<file path="src/slave_ctrl_defines.svh">
// Purpose: constants for the fieldbus slave state control block
// Assumes: 100 MHz clock, 32-bit APB data
// Notes: register offsets are byte addresses
`ifndef SLAVE_CTRL_DEFINES_SVH
`define SLAVE_CTRL_DEFINES_SVH

// register byte offsets
`define REG_STATE_REQ 12'h000
`define REG_STATUS 12'h004
`define REG_WD_MULT 12'h008
`define REG_WD_COUNT 12'h00C
`define REG_MBX_CFG 12'h010
`define REG_PD_CFG 12'h014
`define REG_DICT_ADDR 12'h018
`define REG_DICT_DATA 12'h01C
`define REG_CHAN_BASE 12'h020

// watchdog figures
`define BASE_CLK_MHZ 25
`define SYS_CLK_MHZ 100
`define CYC_PER_BASE (`SYS_CLK_MHZ / `BASE_CLK_MHZ)
`define WD_MULT_RESET 16'h09C2
`define WD_COUNT_RESET 16'h03E8
`define WD_EXTRA 18'h00002

// dictionary ranges and code word
`define IDX_IDENTITY 16'h1000
`define IDX_CHAN_ALT 16'h4000
`define IDX_INPUTS 16'h6000
`define IDX_OUTPUTS 16'h7000
`define IDX_CHAN 16'h8000
`define IDX_CHAN_STEP 16'h0010
`define IDX_NOSAVE 16'hF008
`define NOSAVE_CODE 32'h12345678

// state request codes
`define REQ_INIT 3'h1
`define REQ_CONFIG 3'h2
`define REQ_BOOT 3'h3
`define REQ_INPUTS 3'h4
`define REQ_RUN 3'h5

`endif

</file>
<file path="src/slave_ctrl_pkg.sv">
// Purpose: types for the fieldbus slave state control block
// Assumes: nothing beyond the defines header
// Notes: holds types only
package slave_ctrl_pkg;
  typedef enum logic [2:0] {
    st_init,
    st_config,
    st_inputs,
    st_running,
    st_boot
  } slave_state_t;

  typedef enum logic [2:0] {
    rg_none,
    rg_identity,
    rg_chan,
    rg_inputs,
    rg_outputs,
    rg_nosave
  } dict_region_t;
endpackage

</file>
<file path="src/slave_state_control.sv">
// Purpose: slave state machine, process-traffic watchdog, dictionary decode
// Assumes: one 100 MHz clock, synchronous active-high reset, APB slave
// Notes: outputs are all registered; state struct holds every flop
//
// Our own choices: the APB slave port and the register offsets.
`include "slave_ctrl_defines.svh"
`timescale 1ns/1ps
`default_nettype none

module slave_state_control
  import slave_ctrl_pkg::*;
(
  // clock and reset
  input wire logic clk,
  input wire logic rst,
  // apb slave
  input wire logic psel,
  input wire logic penable,
  input wire logic pwrite,
  input wire logic [11:0] paddr,
  input wire logic [31:0] pwdata,
  output logic [31:0] prdata,
  output logic pready,
  output logic pslverr,
  // traffic from the bus controller
  input wire logic mbx_req,
  input wire logic mbx_is_file,
  input wire logic pd_access,
  input wire logic [15:0] pd_out_data,
  input wire logic [15:0] in_values,
  // gates and results
  output logic mbx_allow,
  output logic pd_allow,
  output logic [15:0] out_drive,
  output logic [15:0] shared_in,
  output logic wd_expired,
  // non-volatile store request
  output logic nv_save,
  output logic [15:0] nv_index,
  output logic [7:0] nv_sub,
  output logic [31:0] nv_data
);

  // last count of the fast-clock divider: four cycles per 40 ns base tick
  localparam logic [1:0] BASE_DIV = 2'(`CYC_PER_BASE - 1);

  // all state of the block
  // one packed struct keeps reset and next-state handling in one place
  typedef struct packed {
    slave_state_t st;
    logic [15:0] wd_mult;
    logic [15:0] wd_count;
    logic [1:0] base_cnt;
    logic [17:0] tick_cnt;
    logic [15:0] wd_cnt;
    logic wd_active;
    logic wd_expired;
    logic mbx_ok;
    logic pd_ok;
    logic dc_used;
    logic dc_ok;
    logic req_refused;
    logic [15:0] dict_idx;
    logic [7:0] dict_sub;
    logic nosave;
    logic [31:0] nosave_word;
    logic [31:0] prdata;
    logic pready;
    logic pslverr;
    logic mbx_allow;
    logic pd_allow;
    logic [15:0] out_drive;
    logic [15:0] shared_in;
    logic nv_save;
    logic [31:0] nv_data;
  } state_t;

  state_t s_q; // registered state
  state_t s_d; // next state

  // decode an index to its dictionary region
  // apart from the exact nosave index, only the top nibble is decoded, so every index of a range maps alike
  function automatic dict_region_t region_of(input logic [15:0] idx);
    if (idx == `IDX_NOSAVE) begin
      return rg_nosave;
    end else if (idx[15:12] == `IDX_IDENTITY >> 12) begin
      return rg_identity;
    end else if (idx[15:12] == `IDX_CHAN >> 12 || idx[15:12] == `IDX_CHAN_ALT >> 12) begin
      return rg_chan;
    end else if (idx[15:12] == `IDX_INPUTS >> 12) begin
      return rg_inputs;
    end else if (idx[15:12] == `IDX_OUTPUTS >> 12) begin
      return rg_outputs;
    end else begin
      return rg_none;
    end
  endfunction

  // channel number of a channel-range index: sixteen indices each
  function automatic logic [7:0] chan_of(input logic [15:0] idx);
    return idx[11:4];
  endfunction

  // apb phase qualifiers; pready is a one-cycle registered pulse, and
  // masking the access with it stops a held access phase being taken twice
  logic apb_acc;
  logic apb_wr;
  logic apb_rd;
  assign apb_acc = psel && penable && !s_q.pready;
  assign apb_wr = apb_acc && pwrite;
  assign apb_rd = apb_acc && !pwrite;

  // next-state logic
  always_comb begin
    s_d = s_q;
    s_d.pready = 1'b0;
    s_d.pslverr = 1'b0;
    s_d.nv_save = 1'b0;

    // base tick divider and watchdog tick: (mult + 2) base periods
    // limitation: the countdown also runs outside the process data states;
    // an expiry left over from there clears on the first allowed access
    if (s_q.base_cnt == BASE_DIV) begin
      s_d.base_cnt = '0;
      if (s_q.tick_cnt >= {2'b00, s_q.wd_mult} + `WD_EXTRA - 18'h00001) begin
        s_d.tick_cnt = '0;
        if (s_q.wd_active && s_q.wd_cnt != '0) begin
          s_d.wd_cnt = s_q.wd_cnt - 16'h0001;
          if (s_q.wd_cnt == 16'h0001) begin
            s_d.wd_expired = 1'b1;
          end
        end
      end else begin
        s_d.tick_cnt = s_q.tick_cnt + 18'h00001;
      end
    end else begin
      s_d.base_cnt = s_q.base_cnt + 2'b01;
    end

    // each allowed process access restarts the watchdog
    if (pd_access && s_q.pd_allow) begin
      s_d.wd_cnt = s_q.wd_count;
      s_d.tick_cnt = '0;
      s_d.wd_expired = 1'b0;
    end
    // zero count switches monitoring off
    // the enable follows the count one cycle late, which only delays a trip
    s_d.wd_active = (s_q.wd_count != '0);
    if (!s_q.wd_active) begin
      s_d.wd_expired = 1'b0;
    end

    // register writes
    // a refused state request keeps the state and flags the status word
    if (apb_wr) begin
      s_d.pready = 1'b1;
      unique case (paddr)
        `REG_STATE_REQ: begin
          s_d.req_refused = 1'b1;
          unique case (pwdata[2:0])
            `REQ_INIT: begin
              s_d.st = st_init;
              s_d.req_refused = 1'b0;
            end
            `REQ_CONFIG: begin
              if ((s_q.st == st_init && s_q.mbx_ok) || s_q.st == st_inputs
                  || s_q.st == st_running) begin
                s_d.st = st_config;
                s_d.req_refused = 1'b0;
              end
            end
            `REQ_BOOT: begin
              if (s_q.st == st_init && s_q.mbx_ok) begin
                s_d.st = st_boot;
                s_d.req_refused = 1'b0;
              end
            end
            `REQ_INPUTS: begin
              if ((s_q.st == st_config && s_q.pd_ok && (!s_q.dc_used || s_q.dc_ok))
                  || s_q.st == st_running) begin
                s_d.st = st_inputs;
                s_d.shared_in = in_values;
                s_d.req_refused = 1'b0;
              end
            end
            `REQ_RUN: begin
              if (s_q.st == st_inputs) begin
                s_d.st = st_running;
                s_d.req_refused = 1'b0;
              end
            end
            default: begin
              s_d.req_refused = 1'b1;
            end
          endcase
        end
        `REG_WD_MULT: s_d.wd_mult = pwdata[15:0];
        `REG_WD_COUNT: begin
          s_d.wd_count = pwdata[15:0];
          s_d.wd_cnt = pwdata[15:0];
        end
        `REG_MBX_CFG: s_d.mbx_ok = pwdata[0];
        `REG_PD_CFG: begin
          s_d.pd_ok = pwdata[0];
          s_d.dc_used = pwdata[1];
          s_d.dc_ok = pwdata[2];
        end
        `REG_DICT_ADDR: begin
          s_d.dict_idx = pwdata[15:0];
          s_d.dict_sub = pwdata[23:16];
        end
        `REG_DICT_DATA: begin
          if (region_of(s_q.dict_idx) == rg_nosave) begin
            s_d.nosave_word = pwdata;
            s_d.nosave = (pwdata == `NOSAVE_CODE);
          end else if (region_of(s_q.dict_idx) == rg_none
                       || region_of(s_q.dict_idx) == rg_identity) begin
            s_d.pslverr = 1'b1; // identity is read only
            // a standing code word suppresses the store pulse
          end else if (!s_q.nosave) begin
            s_d.nv_save = 1'b1;
            s_d.nv_data = pwdata;
          end
        end
        default: s_d.pslverr = 1'b1;
      endcase
    end

    // register reads
    // read data stays in its flop until the next read, so a slow master still sees it
    if (apb_rd) begin
      s_d.pready = 1'b1;
      unique case (paddr)
        `REG_STATE_REQ: s_d.prdata = {29'h0, s_q.st};
        `REG_STATUS: s_d.prdata = {25'h0, s_q.nosave, s_q.req_refused, s_q.wd_expired,
                                  s_q.wd_active, s_q.st};
        `REG_WD_MULT: s_d.prdata = {16'h0, s_q.wd_mult};
        `REG_WD_COUNT: s_d.prdata = {16'h0, s_q.wd_count};
        `REG_MBX_CFG: s_d.prdata = {31'h0, s_q.mbx_ok};
        `REG_PD_CFG: s_d.prdata = {29'h0, s_q.dc_ok, s_q.dc_used, s_q.pd_ok};
        `REG_DICT_ADDR: s_d.prdata = {8'h0, s_q.dict_sub, s_q.dict_idx};
        `REG_DICT_DATA: s_d.prdata = s_q.nosave_word;
        `REG_CHAN_BASE: s_d.prdata = {21'h0, region_of(s_q.dict_idx), chan_of(s_q.dict_idx)};
        default: begin
          s_d.prdata = 32'h00000000;
          s_d.pslverr = 1'b1;
        end
      endcase
    end

    // traffic gates per state
    // gates follow the next state so they open on the edge the state changes
    unique case (s_d.st)
      st_init: begin
        s_d.mbx_allow = 1'b0;
        s_d.pd_allow = 1'b0;
      end
      st_config: begin
        s_d.mbx_allow = 1'b1;
        s_d.pd_allow = 1'b0;
      end
      st_inputs, st_running: begin
        s_d.mbx_allow = 1'b1;
        s_d.pd_allow = 1'b1;
      end
      st_boot: begin
        s_d.mbx_allow = mbx_req && mbx_is_file;
        s_d.pd_allow = 1'b0;
      end
    endcase

    // inputs refreshed every cycle while process data runs
    if (s_q.st == st_inputs || s_q.st == st_running) begin
      s_d.shared_in = in_values;
    end

    // outputs: driven in running, or in inputs-only without monitoring
    // an expiry outranks every state: safe outputs come first
    if (s_q.wd_active && s_q.wd_expired) begin
      s_d.out_drive = '0;
    end else if (s_q.st == st_running) begin
      s_d.out_drive = pd_out_data;
    end else if (s_q.st == st_inputs && !s_q.wd_active) begin
      s_d.out_drive = pd_out_data;
    end else begin
      s_d.out_drive = '0;
    end
  end

  // single state register, synchronous reset
  // monitoring starts active with the default tick and count
  always_ff @(posedge clk) begin
    if (rst) begin
      s_q <= '0;
      s_q.st <= st_init;
      s_q.wd_mult <= `WD_MULT_RESET;
      s_q.wd_count <= `WD_COUNT_RESET;
      s_q.wd_cnt <= `WD_COUNT_RESET;
      s_q.wd_active <= 1'b1;
      s_q.nosave <= 1'b0;
    end else begin
      s_q <= s_d;
    end
  end

  // ports straight from flops
  // store index and subindex come straight from the dictionary address
  assign prdata = s_q.prdata;
  assign pready = s_q.pready;
  assign pslverr = s_q.pslverr;
  assign mbx_allow = s_q.mbx_allow;
  assign pd_allow = s_q.pd_allow;
  assign out_drive = s_q.out_drive;
  assign shared_in = s_q.shared_in;
  assign wd_expired = s_q.wd_expired;
  assign nv_save = s_q.nv_save;
  assign nv_index = s_q.dict_idx;
  assign nv_sub = s_q.dict_sub;
  assign nv_data = s_q.nv_data;

endmodule

`default_nettype wire

</file>
<file path="config.mk">
export PLATFORM = sky130hd
export DESIGN_NAME = slave_state_control
export DESIGN_NICKNAME = d
export VERILOG_FILES = /design/src/slave_ctrl_pkg.sv /design/src/slave_state_control.sv
export VERILOG_INCLUDE_DIRS = /design/src /design/src/src
export SDC_FILE = /design/constraint.sdc
export NUM_CORES = 1
export LEC_CHECK = 0
export BUFFER_PORTS_ARGS = -buffer_cell sky130_fd_sc_hd__buf_2
export CORE_ASPECT_RATIO = 0.7
export CORE_MARGIN = 8
export CORE_UTILIZATION = 45
export CTS_CLUSTER_DIAMETER = 80
export CTS_CLUSTER_SIZE = 8
export DETAILED_ROUTE_END_ITERATION = 10
export GPL_TIMING_DRIVEN = 0
export PLACE_DENSITY_LB_ADDON = 0.25
export SLEW_MARGIN = 30
export SYNTH_ARGS = -nofsm -noshare
export SYNTH_HDL_FRONTEND = slang
export SYNTH_SLANG_ARGS = --single-unit
</file>
<file path="constraint.sdc">
create_clock -name clk -period 5.47 [get_ports clk]
set_input_delay 0.2735 -clock clk [delete_from_list [all_inputs] [get_ports clk]]
set_output_delay 0.2735 -clock clk [all_outputs]
set_load 0.01 [all_outputs]
</file>
==> metrics.log, run 1 <==
[metrics] logic gate share of total power: ~4.0%
[metrics] Arrival @ worst endpoint: 4500 ps
[metrics] Post-Layout Cell Count: between 1.5k and 2k
[metrics] violation count after the first detailed-route iteration: 1066
[metrics] vias per cell: 5.52
[metrics] number of distinct standard cells referenced by the synthesized netlist: 64
[metrics] net count after synthesis: 1507
[metrics] detailed-route via count: 11.0k
[metrics] Area Growth Syn to Fin: 22.8%
[metrics] total negative setup slack: 0 ps
[metrics] Congestion Overflow GR: 0
[metrics] Post-synth top cells: sky130_fd_sc_hd__nand2_1 (334), sky130_fd_sc_hd__dfxtp_1 (236), sky130_fd_sc_hd__a21oi_1 (171)
[metrics] Critical Setup Path Class: reg2reg
[metrics] number of pins with negative max-slew slack in the final report: 0
[metrics] Tcrit/Tclk final: about three quarters
[metrics] total of cells resized after clock tree synthesis: 0
[metrics] sequential fraction of the synthesis area: 42.0%
[metrics] internal power contribution: 2.98 mW
[metrics] class of the worst hold path: in2reg
[metrics] most frequently used flop master after synthesis: sky130_fd_sc_hd__dfxtp_1
[metrics] Clock Pin Slew Worst Setup and Hold Paths: 50 ps
[metrics] Post-Place Cell Area: 0.0127 mm²
[metrics] async set-or-reset flop fraction in the synthesized netlist: 0%
[metrics] Final Wtd Congestion: between 0.9 and 1
[metrics] number of antenna violations at the first check in global routing: 0
[metrics] CP required: 5840 ps
[metrics] total non-filler cell area in the finished layout: 0.0138 mm²
[metrics] net switching power figure: approximately 0.86 mW
[metrics] crit path max fanout: 10
[metrics] layout filler cell count: 2348
[metrics] fin crit period: between 4000 and 5000 ps
[metrics] latest clock arrival within the worst-skew pair: 510 ps
[metrics] H-tree level count: 2
[metrics] diodes inserted: 0
[metrics] worst vdd ir: 0.210 mV
[metrics] leakage power summed over all cells: 5.74 nW
[metrics] worst clock skew on the final layout: 22.1 ps
[metrics] proportion of layout cells with a drive suffix above 1: between 20% and 30%
[metrics] Sw Share: roughly 22%
[metrics] Initial Utilization: between 40% and 50%
[metrics] post-DR wirelength/cell: roughly 20 µm
[metrics] post-route worst setup slack: 1340 ps
[metrics] Post-Route Utilization: 56.0%
[metrics] Syn. warnings: 0
[metrics] crit path capture type: register
[metrics] power per cell area: 278 mW/mm²
[metrics] total number of nets in the final design: about 1.8k
[metrics] CTS tree: done
[metrics] relative slew slack: a little over a third
[metrics] top-area cell type share of the netlist area: a little over two fifths
[metrics] wire length of the first global-routing pass: between 50000 and 60000 µm
[metrics] total of endpoints with negative setup slack in the final report: 0
[metrics] final HPWL from detailed placement: a little under 30000 µm
[metrics] number of top-level pins: 210
[metrics] Synth Instances: 1400
[metrics] number of max-cap violations: 0
[metrics] Setup Slack @ Placement: 1390 ps
[metrics] number of hold violations in the final report: 0
[metrics] cell at the root of the clock tree: sky130_fd_sc_hd__clkbuf_16
[metrics] outcome: completed
[metrics] most area-hungry cell type in the Yosys netlist: sky130_fd_sc_hd__dfxtp_1
[metrics] fmax: 242 MHz
[metrics] dominant cells by area after synthesis: sky130_fd_sc_hd__dfxtp_1 (42%), sky130_fd_sc_hd__nand2_1 (11%), sky130_fd_sc_hd__buf_4 (8.2%), sky130_fd_sc_hd__a21oi_1 (7.6%), sky130_fd_sc_hd__ha_1 (2.6%)
[metrics] number of standard-cell rows in the floorplan: 48
[metrics] slew at the pin closest to its max-slew limit: 961 ps
[metrics] instance count after placement with tap cells included: approximately 1.9k
[metrics] share of power burned in the clock network: about half
[metrics] multi-input logic area: between 0.005 and 0.006 mm²
[metrics] number of buffers on the longest clock path: 3
[metrics] Post-Syn Area: around 0.011 mm²
[metrics] total track usage: about a quarter
[metrics] DRC violations left: 0
[metrics] die height: 148 µm
[metrics] flip-flop and latch count after synthesis: roughly 240
[metrics] total die area: approximately 0.03 mm²
[metrics] number of buffers added on ports: 207
[metrics] area of the placeable core: 0.0246 mm²
[metrics] Flop pwr share: 45.0%
[metrics] largest net degree at the start of global routing: 11
[metrics] sequential cell area: 0.00472 mm²
[metrics] most frequent cell after synthesis: sky130_fd_sc_hd__nand2_1
[metrics] number of synthesized flops with an enable pin: 0
[metrics] count of antenna-violating nets left after detailed routing: 0
[metrics] Avg Inst Size Synth: 8.03 µm²
[metrics] Critical Path Start Type: register
[metrics] cts bufs inserted: 35
[metrics] RSZ-0062 raised after global routing: no
[metrics] number of global-route vias before repair: 10.2k
[metrics] horizontal die dimension: just over 200 µm
[metrics] clock net sink count: 236
[metrics] Final Routed Wirelength: 39600 µm
[metrics] first-pass iteration count of the detailed router: 6
==> layout by cell type (no fill, tap or decap), drive strengths merged, types with 5 or more instances in the layout <==
cell type / n
dlygate4sd3: 16
xnor2: 14
a222oi: 7
xor2: 27
or4: 9
and3: 12
nor2b: 6
nor4b: 6
o211ai: 8
a22oi: 15
dfxtp: 236
o21ai: 25
a31oi: 6
nor2: 68
a221oi: 18
nand2: 334
inv: 15
nor3: 15
nand4: 15
clkbuf: 96
a22o: 6
and2: 22
nand3b: 8
nand3: 55
nor4: 8
mux2i: 5
nand2b: 10
buf: 345
a21oi: 171
a21boi: 6
ha: 23
==> sequential cells by signal, summed over array words and instances, names as in the netlist <==
register and count:
nv_save 1, pready 1, nv_data 32, nv_index 16, out_drive 16, pslverr 1, prdata 32, mbx_allow 1
shared_in 16, pd_allow 1, s_q 110, nv_sub 8, wd_expired 1
==> cells by family after synthesis <==
kind of cell,Yosys count,share of synthesized area (%)
muxes,6,0.545
xor gates and xnor gates,41,3.19
AOI/OAI and AO/OA,290,15.8
and+or+nand+nor,592,24.5
DFF,236,42.0
adders and majority gates,23,2.56
buffers and inverters,212,11.4
==> power by group through the flow <==
stage          logic [mW]  clock network [mW]  registers, mW
6_report            0.155                1.96           1.73
3_3_place_gp        0.140                   0           1.76
4_1_cts             0.150                1.98           1.73
5_1_grt             0.164                2.06           1.73
2_1_floorplan      0.0532                   0           1.76
3_5_place_dp        0.140                   0           1.76
==> worst paths after layout <==
path                                            start                   endpoint  slack (ps)  cells after the start
worst max-delay path            s_q[217]$_SDFFE_PP0P_      s_q[193]$_SDFFE_PP0P_        1340                     14
worst min-delay path                     in_values[6]  shared_in[6]$_SDFFE_PP0P_          20                      3
worst max register to register  s_q[217]$_SDFFE_PP0P_      s_q[193]$_SDFFE_PP0P_        1340                     14
worst min register to register    s_q[199]$_SDFF_PP0_        s_q[199]$_SDFF_PP0_         440                      1
==> critical path, cell delays in order (launching register included) <==
cell and delay [ps]:
sky130_fd_sc_hd__dfxtp_1 530, sky130_fd_sc_hd__ha_1 260, sky130_fd_sc_hd__nand3_1 180, sky130_fd_sc_hd__nor3_1 410, sky130_fd_sc_hd__nand3_1 140, sky130_fd_sc_hd__xor2_1 170, sky130_fd_sc_hd__ha_1 280, sky130_fd_sc_hd__nand4b_1 180
sky130_fd_sc_hd__nor4_1 340, sky130_fd_sc_hd__a221o_1 260, sky130_fd_sc_hd__clkbuf_1 370, sky130_fd_sc_hd__nand2_1 90, sky130_fd_sc_hd__nand2_1 300, sky130_fd_sc_hd__clkbuf_1 380, sky130_fd_sc_hd__nor2_1 100
==> stage by stage <==
stage | hold slack [ps] | total power, mW
detailed placement | 430 | 1.90
floorplan | 388 | 1.81
finish | 18.0 | 3.84
global placement | 416 | 1.90
CTS | 4.50 | 3.86
global route | 22.9 | 3.95
==> layout make-up <==
cell class                      count  area share, %
Clock buffer                       36           6.53
Sequential cell                   236           34.2
Inverter                           14          0.381
Tap cell                          325           2.95
Timing Repair Buffer              223           8.67
Multi-Input combinational cell    952           38.0
Buffer                            198           8.87
Clock inverter                      3          0.399
==> repair_timing <==
item / 4_1_cts / 5_1_grt
endpoints found under the hold margin: 16 / 0
hold buffers: 16 / 0
buffers inserted: 0 / 0
endpoints found under the setup margin: 0 / 0
==> per-layer routing <==
layer / GRT usage, % / wire (µm)
met5: 0 / 0
met1: 37.0 / 18400
met2: 33.3 / 15500
met4: 6.24 / 646
met3: 9.06 / 5120
Note: power is estimated with default switching activity, not from simulation.
==> run 2: changes to the inputs <==
--- a/config.mk
+++ b/config.mk
@@ -6,6 +6,7 @@
 export SDC_FILE = /design/constraint.sdc
 export NUM_CORES = 1
 export LEC_CHECK = 0
+export ABC_AREA = 1
 export BUFFER_PORTS_ARGS = -buffer_cell sky130_fd_sc_hd__buf_2
 export CORE_ASPECT_RATIO = 0.7
 export CORE_MARGIN = 8
==> constraint.sdc (replaced) <==
create_clock -name clk -period 3.5 [get_ports clk]
set_input_delay 0.175 -clock clk [delete_from_list [all_inputs] [get_ports clk]]
set_output_delay 0.175 -clock clk [all_outputs]
set_load 0.01 [all_outputs]
==> metrics.log, run 2 <==
[metrics] Syn. warnings: 0 (unchanged)
[metrics] total track usage: 26.0% (was 25.0%)
[metrics] sequential fraction of the synthesis area: 38.7% (was 42.0%)
[metrics] Worst path slowest cell: sky130_fd_sc_hd__dfxtp_2 (was sky130_fd_sc_hd__dfxtp_1)
[metrics] wire length of the first global-routing pass: 66400 µm (was 59900 µm)
[metrics] flip-flop count of the largest register after layout: 110 (unchanged)
[metrics] most frequent cell after synthesis: sky130_fd_sc_hd__nand2_1 (unchanged)
[metrics] commonest cells after routing, fill and taps aside: sky130_fd_sc_hd__nand2_1 (255), sky130_fd_sc_hd__dfxtp_1 (233), sky130_fd_sc_hd__buf_2 (223) (was sky130_fd_sc_hd__nand2_1 (334), sky130_fd_sc_hd__dfxtp_1 (236), sky130_fd_sc_hd__buf_2 (222))
[metrics] buffers plus inverters on the worst setup path: 2 (unchanged)
[metrics] Critical Path Start Type: register (unchanged)
[metrics] Setup Slack @ Placement: -176 ps (was 1390 ps)
[metrics] number of antenna violations at the first check in global routing: 0 (unchanged)
[metrics] clock net sink count: 236 (unchanged)
[metrics] DRC violations left: 0 (unchanged)
[metrics] leakage power summed over all cells: 6.99 nW (was 5.74 nW)
[metrics] crit path capture type: register (unchanged)
[metrics] latest clock arrival within the worst-skew pair: 520 ps (was 510 ps)
[metrics] number of hold violations in the final report: 0 (unchanged)
[metrics] CP Cell Sequence: ha_4, nand3_2, nor2_2, nand2_2, nor3_4, nand3_2, nor2_2, nand2_1, xor2_1, inv_1, ha_1, nand2_1, nor2_4, nand2_1, nor2_1, a21oi_2, nand3_4, clkbuf_16, o21ai_1, nand2_1, nand3_1, nand2_1, nand2_1 (was ha_1, nand3_1, nor3_1, nand3_1, xor2_1, ha_1, nand4b_1, nor4_1, a221o_1, clkbuf_1, nand2_1, nand2_1, clkbuf_1, nor2_1)
[metrics] slew at the pin closest to its max-slew limit: 1050 ps (was 961 ps)
[metrics] Post-Route Hold Slack: 28.6 ps (was 18.0 ps)
[metrics] number of synthesized flops with an enable pin: 0 (unchanged)
[metrics] CP required: 3960 ps (was 5840 ps)
[metrics] net switching power figure: 1.39 mW (was 0.865 mW)
[metrics] crit path max fanout: 5 (was 10)
[metrics] Synth Instances: 1679 (was 1400)
[metrics] cts bufs inserted: 35 (unchanged)
[metrics] count of antenna-violating nets left after detailed routing: 0 (unchanged)
[metrics] worst vdd ir: 0.441 mV (was 0.210 mV)
[metrics] register bank with the most flops: s_q (unchanged)
[metrics] violation count after the first detailed-route iteration: 1455 (was 1066)
[metrics] Final Routed Wirelength: 44500 µm (was 39600 µm)
[metrics] total number of nets in the final design: 2084 (was 1767)
[metrics] number of buffers added on ports: 208 (was 207)
[metrics] outcome: completed (unchanged)
[metrics] Post-Syn Area: 0.0122 mm² (was 0.0112 mm²)
[metrics] H-tree level count: 2 (unchanged)
[metrics] layout filler cell count: 2536 (was 2348)
[metrics] relative slew slack: 29.9% (was 35.4%)
[metrics] crit-path max cell delay: 370 ps (was 530 ps)
[metrics] vias per cell: 5.33 (was 5.52)
[metrics] logic gate share of total power: 5.4% (was 4.0%)
[metrics] dominant cells by area after synthesis: sky130_fd_sc_hd__dfxtp_1 (39%), sky130_fd_sc_hd__nand2_1 (7.9%), sky130_fd_sc_hd__buf_4 (7.8%), sky130_fd_sc_hd__a21oi_1 (6.9%), sky130_fd_sc_hd__inv_1 (6.3%) (was sky130_fd_sc_hd__dfxtp_1 (42%), sky130_fd_sc_hd__nand2_1 (11%), sky130_fd_sc_hd__buf_4 (8.2%), sky130_fd_sc_hd__a21oi_1 (7.6%), sky130_fd_sc_hd__ha_1 (2.6%))
[metrics] Congestion Overflow GR: 0 (unchanged)
[metrics] largest net degree at the start of global routing: 11 (unchanged)
[metrics] post-route worst setup slack: 203 ps (was 1340 ps)
[metrics] most frequently used flop master after synthesis: sky130_fd_sc_hd__dfxtp_1 (unchanged)
[metrics] horizontal die dimension: 213 µm (was 205 µm)
[metrics] detailed-route via count: 12.5k (was 11.0k)
[metrics] Post-Place Cell Area: 0.0137 mm² (was 0.0127 mm²)
[metrics] net count after synthesis: 1786 (was 1507)
[metrics] worst clock skew on the final layout: 31.0 ps (was 22.1 ps)
[metrics] Area Growth Syn to Fin: 25.4% (was 22.8%)
[metrics] Flop pwr share: 44.3% (was 45.0%)
[metrics] cell at the root of the clock tree: sky130_fd_sc_hd__clkbuf_16 (unchanged)
[metrics] Tcrit/Tclk final: 94.2% (was 75.5%)
[metrics] Sw Share: 22.7% (was 22.5%)
[metrics] dominant cell type by count on the critical path: sky130_fd_sc_hd__nand2_1
[metrics] Avg Inst Size Synth: 7.27 µm² (was 8.03 µm²)
[metrics] number of distinct standard cells referenced by the synthesized netlist: 47 (was 64)
[metrics] internal power contribution: 4.73 mW (was 2.98 mW)
[metrics] top-area cell type share of the netlist area: 38.7% (was 42.0%)
[metrics] first-pass iteration count of the detailed router: 6 (unchanged)
[metrics] final HPWL from detailed placement: 33700 µm (was 29600 µm)
[metrics] number of pins with negative max-slew slack in the final report: 0 (unchanged)
[metrics] post-DR wirelength/cell: 19.0 µm (was 20.0 µm)
[metrics] share of power burned in the clock network: 50.3% (was 51.0%)
[metrics] number of global-route vias before repair: 11.6k (was 10.2k)
[metrics] fin crit period: 3300 ps (was 4130 ps)
[metrics] kind of cell with the highest combined delay on the critical path: simple AND/OR/NAND/NOR gates (unchanged)
[metrics] most area-hungry cell type in the Yosys netlist: sky130_fd_sc_hd__dfxtp_1 (unchanged)
[metrics] number of top-level pins: 210 (unchanged)
[metrics] class of the worst hold path: in2reg (unchanged)
[metrics] sequential cell area: 0.00473 mm² (was 0.00472 mm²)
[metrics] number of standard-cell rows in the floorplan: 50 (was 48)
[metrics] number of max-cap violations: 0 (unchanged)
[metrics] Post-Route Utilization: 57.3% (was 56.0%)
[metrics] proportion of layout cells with a drive suffix above 1: 24.3% (was 24.4%)
[metrics] fmax: 303 MHz (was 242 MHz)
[metrics] power per cell area: 400 mW/mm² (was 278 mW/mm²)
[metrics] Initial Utilization: 45.7% (about the same)
[metrics] Final Power: 6.12 mW (was 3.84 mW)
[metrics] most common library cell in the layout ignoring fill and taps: sky130_fd_sc_hd__nand2_1 (unchanged)
[metrics] number of buffers on the longest clock path: 3 (unchanged)
[metrics] Post-synth top cells: sky130_fd_sc_hd__nand2_1 (257), sky130_fd_sc_hd__dfxtp_1 (236), sky130_fd_sc_hd__inv_1 (204) (was sky130_fd_sc_hd__nand2_1 (334), sky130_fd_sc_hd__dfxtp_1 (236), sky130_fd_sc_hd__a21oi_1 (171))
[metrics] total non-filler cell area in the finished layout: 0.0153 mm² (was 0.0138 mm²)
[metrics] Clock Pin Slew Worst Setup and Hold Paths: 50 ps (about the same)
[metrics] async set-or-reset flop fraction in the synthesized netlist: 0% (unchanged)
[metrics] Arrival @ worst endpoint: 3750 ps (was 4500 ps)
[metrics] Critical Setup Path Class: reg2reg (unchanged)
[metrics] total die area: 0.0327 mm² (was 0.0304 mm²)
[metrics] area of the placeable core: 0.0267 mm² (was 0.0246 mm²)
[metrics] multi-input logic area: 0.00551 mm² (was 0.00524 mm²)
[metrics] die height: 154 µm (was 148 µm)
[metrics] Final Wtd Congestion: 0.983 (was 0.965)
[metrics] flip-flop and latch count after synthesis: 236 (unchanged)
[metrics] CTS tree: done (unchanged)
[metrics] total of endpoints with negative setup slack in the final report: 0 (unchanged)
-- run 2: cell count changes after synthesis, sizes merged, moves of 15 or more --
cell	change
clkbuf	-16
nor2	+96
o21ai	+135
nand3	+26
nand4	+25
inv	+199
and2	-21
a221oi	-18
a211oi	+22
a22oi	-15
nand2	-68
-- run 2: path summary, 6_finish.rpt --
| kind | startpoint | to | slack, ps | depth (start not counted) |
|---|---|---|---|---|
| min | pwdata[16] | s_q[117]$_SDFFE_PP0P_ | 30 | 3 |
| max | s_q[218]$_SDFFE_PP1P_ | s_q[170]$_SDFF_PP1_ | 200 | 23 |
| min reg2reg | s_q[199]$_SDFF_PP0_ | s_q[199]$_SDFF_PP0_ | 430 | 1 |
| max reg2reg | s_q[218]$_SDFFE_PP1P_ | s_q[170]$_SDFF_PP1_ | 200 | 23 |
-- run 2: through the flow --
step,TNS [ps],std cells
6_report,0,2344
5_1_grt,-634,2342
4_1_cts,0,2336
3_5_place_dp,-1910,2251
3_3_place_gp,-336,2251
2_1_floorplan,0,1679
-- run 2: power groups by stage --
stage / Clock (mW) / Sequential (mW) / Combinational, mW
floorplan: 0 / 2.76 / 0.135
global placement: 0 / 2.76 / 0.277
detailed placement: 0 / 2.76 / 0.279
CTS: 3.11 / 2.71 / 0.321
global route: 3.23 / 2.70 / 0.356
finish: 3.08 / 2.71 / 0.333
-- run 2: area by class of cell --
class | count | area share [%]
Inverter | 214 | 5.25
Clock inverter | 1 | 0.196
Tap cell | 364 | 2.98
Timing Repair Buffer | 260 | 10.2
Multi-Input combinational cell | 1035 | 36.0
Sequential cell | 236 | 30.9
Buffer | 195 | 8.36
Clock buffer | 37 | 6.05
Antenna cell | 2 | 0.0327
-- run 2: routing by layer --
metal / share of wire [%] / track usage (%) / vias up
li1: - / - / 5990
met1: 45 / 37.6 / 5822
met2: 40 / 36.0 / 628
met3: 13 / 9.24 / 62
met4: 1.9 / 6.10 / 0
met5: 0 / 0 / -
-- run 2: what timing repair did --
item / in CTS / in global routing
hold buffers: 47 / 0
setup endpoints to repair: 25 / 34
endpoints found under the hold margin: 50 / 0
gates resized for setup: 5 / 29
buffers inserted: 0 / 4
gates cloned: 0 / 2
pin swaps: 0 / 12
-- run 2: logic make-up (layout without fill, tap and decap cells) --
| logic type | count (synthesis) | in the layout | synth area share, % |
|---|---|---|---|
| AND/OR/NAND/NOR | 604 | 605 | 22.9 |
| buffers and inverters | 409 | 707 | 16.9 |
| AO/OA/AOI/OAI | 387 | 387 | 17.7 |
| flip-flops | 236 | 236 | 38.7 |
| adder cells (fa/ha/maj) | 23 | 23 | 2.36 |
| XOR/XNOR | 20 | 20 | 1.44 |
| other | 0 | 2 | 0 |
-- run 2: worst register-to-register path: stages (launching register included) --
cell and delay, ps:
sky130_fd_sc_hd__dfxtp_2 370, sky130_fd_sc_hd__ha_4 150, sky130_fd_sc_hd__nand3_2 110, sky130_fd_sc_hd__nor2_2 130, sky130_fd_sc_hd__nand2_2 90, sky130_fd_sc_hd__nor3_4 200, sky130_fd_sc_hd__nand3_2 110, sky130_fd_sc_hd__nor2_2 140
sky130_fd_sc_hd__nand2_1 70, sky130_fd_sc_hd__xor2_1 130, sky130_fd_sc_hd__inv_1 60, sky130_fd_sc_hd__ha_1 290, sky130_fd_sc_hd__nand2_1 110, sky130_fd_sc_hd__nor2_4 50, sky130_fd_sc_hd__nand2_1 70, sky130_fd_sc_hd__nor2_1 50
sky130_fd_sc_hd__a21oi_2 230, sky130_fd_sc_hd__nand3_4 170, sky130_fd_sc_hd__clkbuf_16 210, sky130_fd_sc_hd__o21ai_1 210, sky130_fd_sc_hd__nand2_1 80, sky130_fd_sc_hd__nand3_1 80, sky130_fd_sc_hd__nand2_1 50, sky130_fd_sc_hd__nand2_1 60
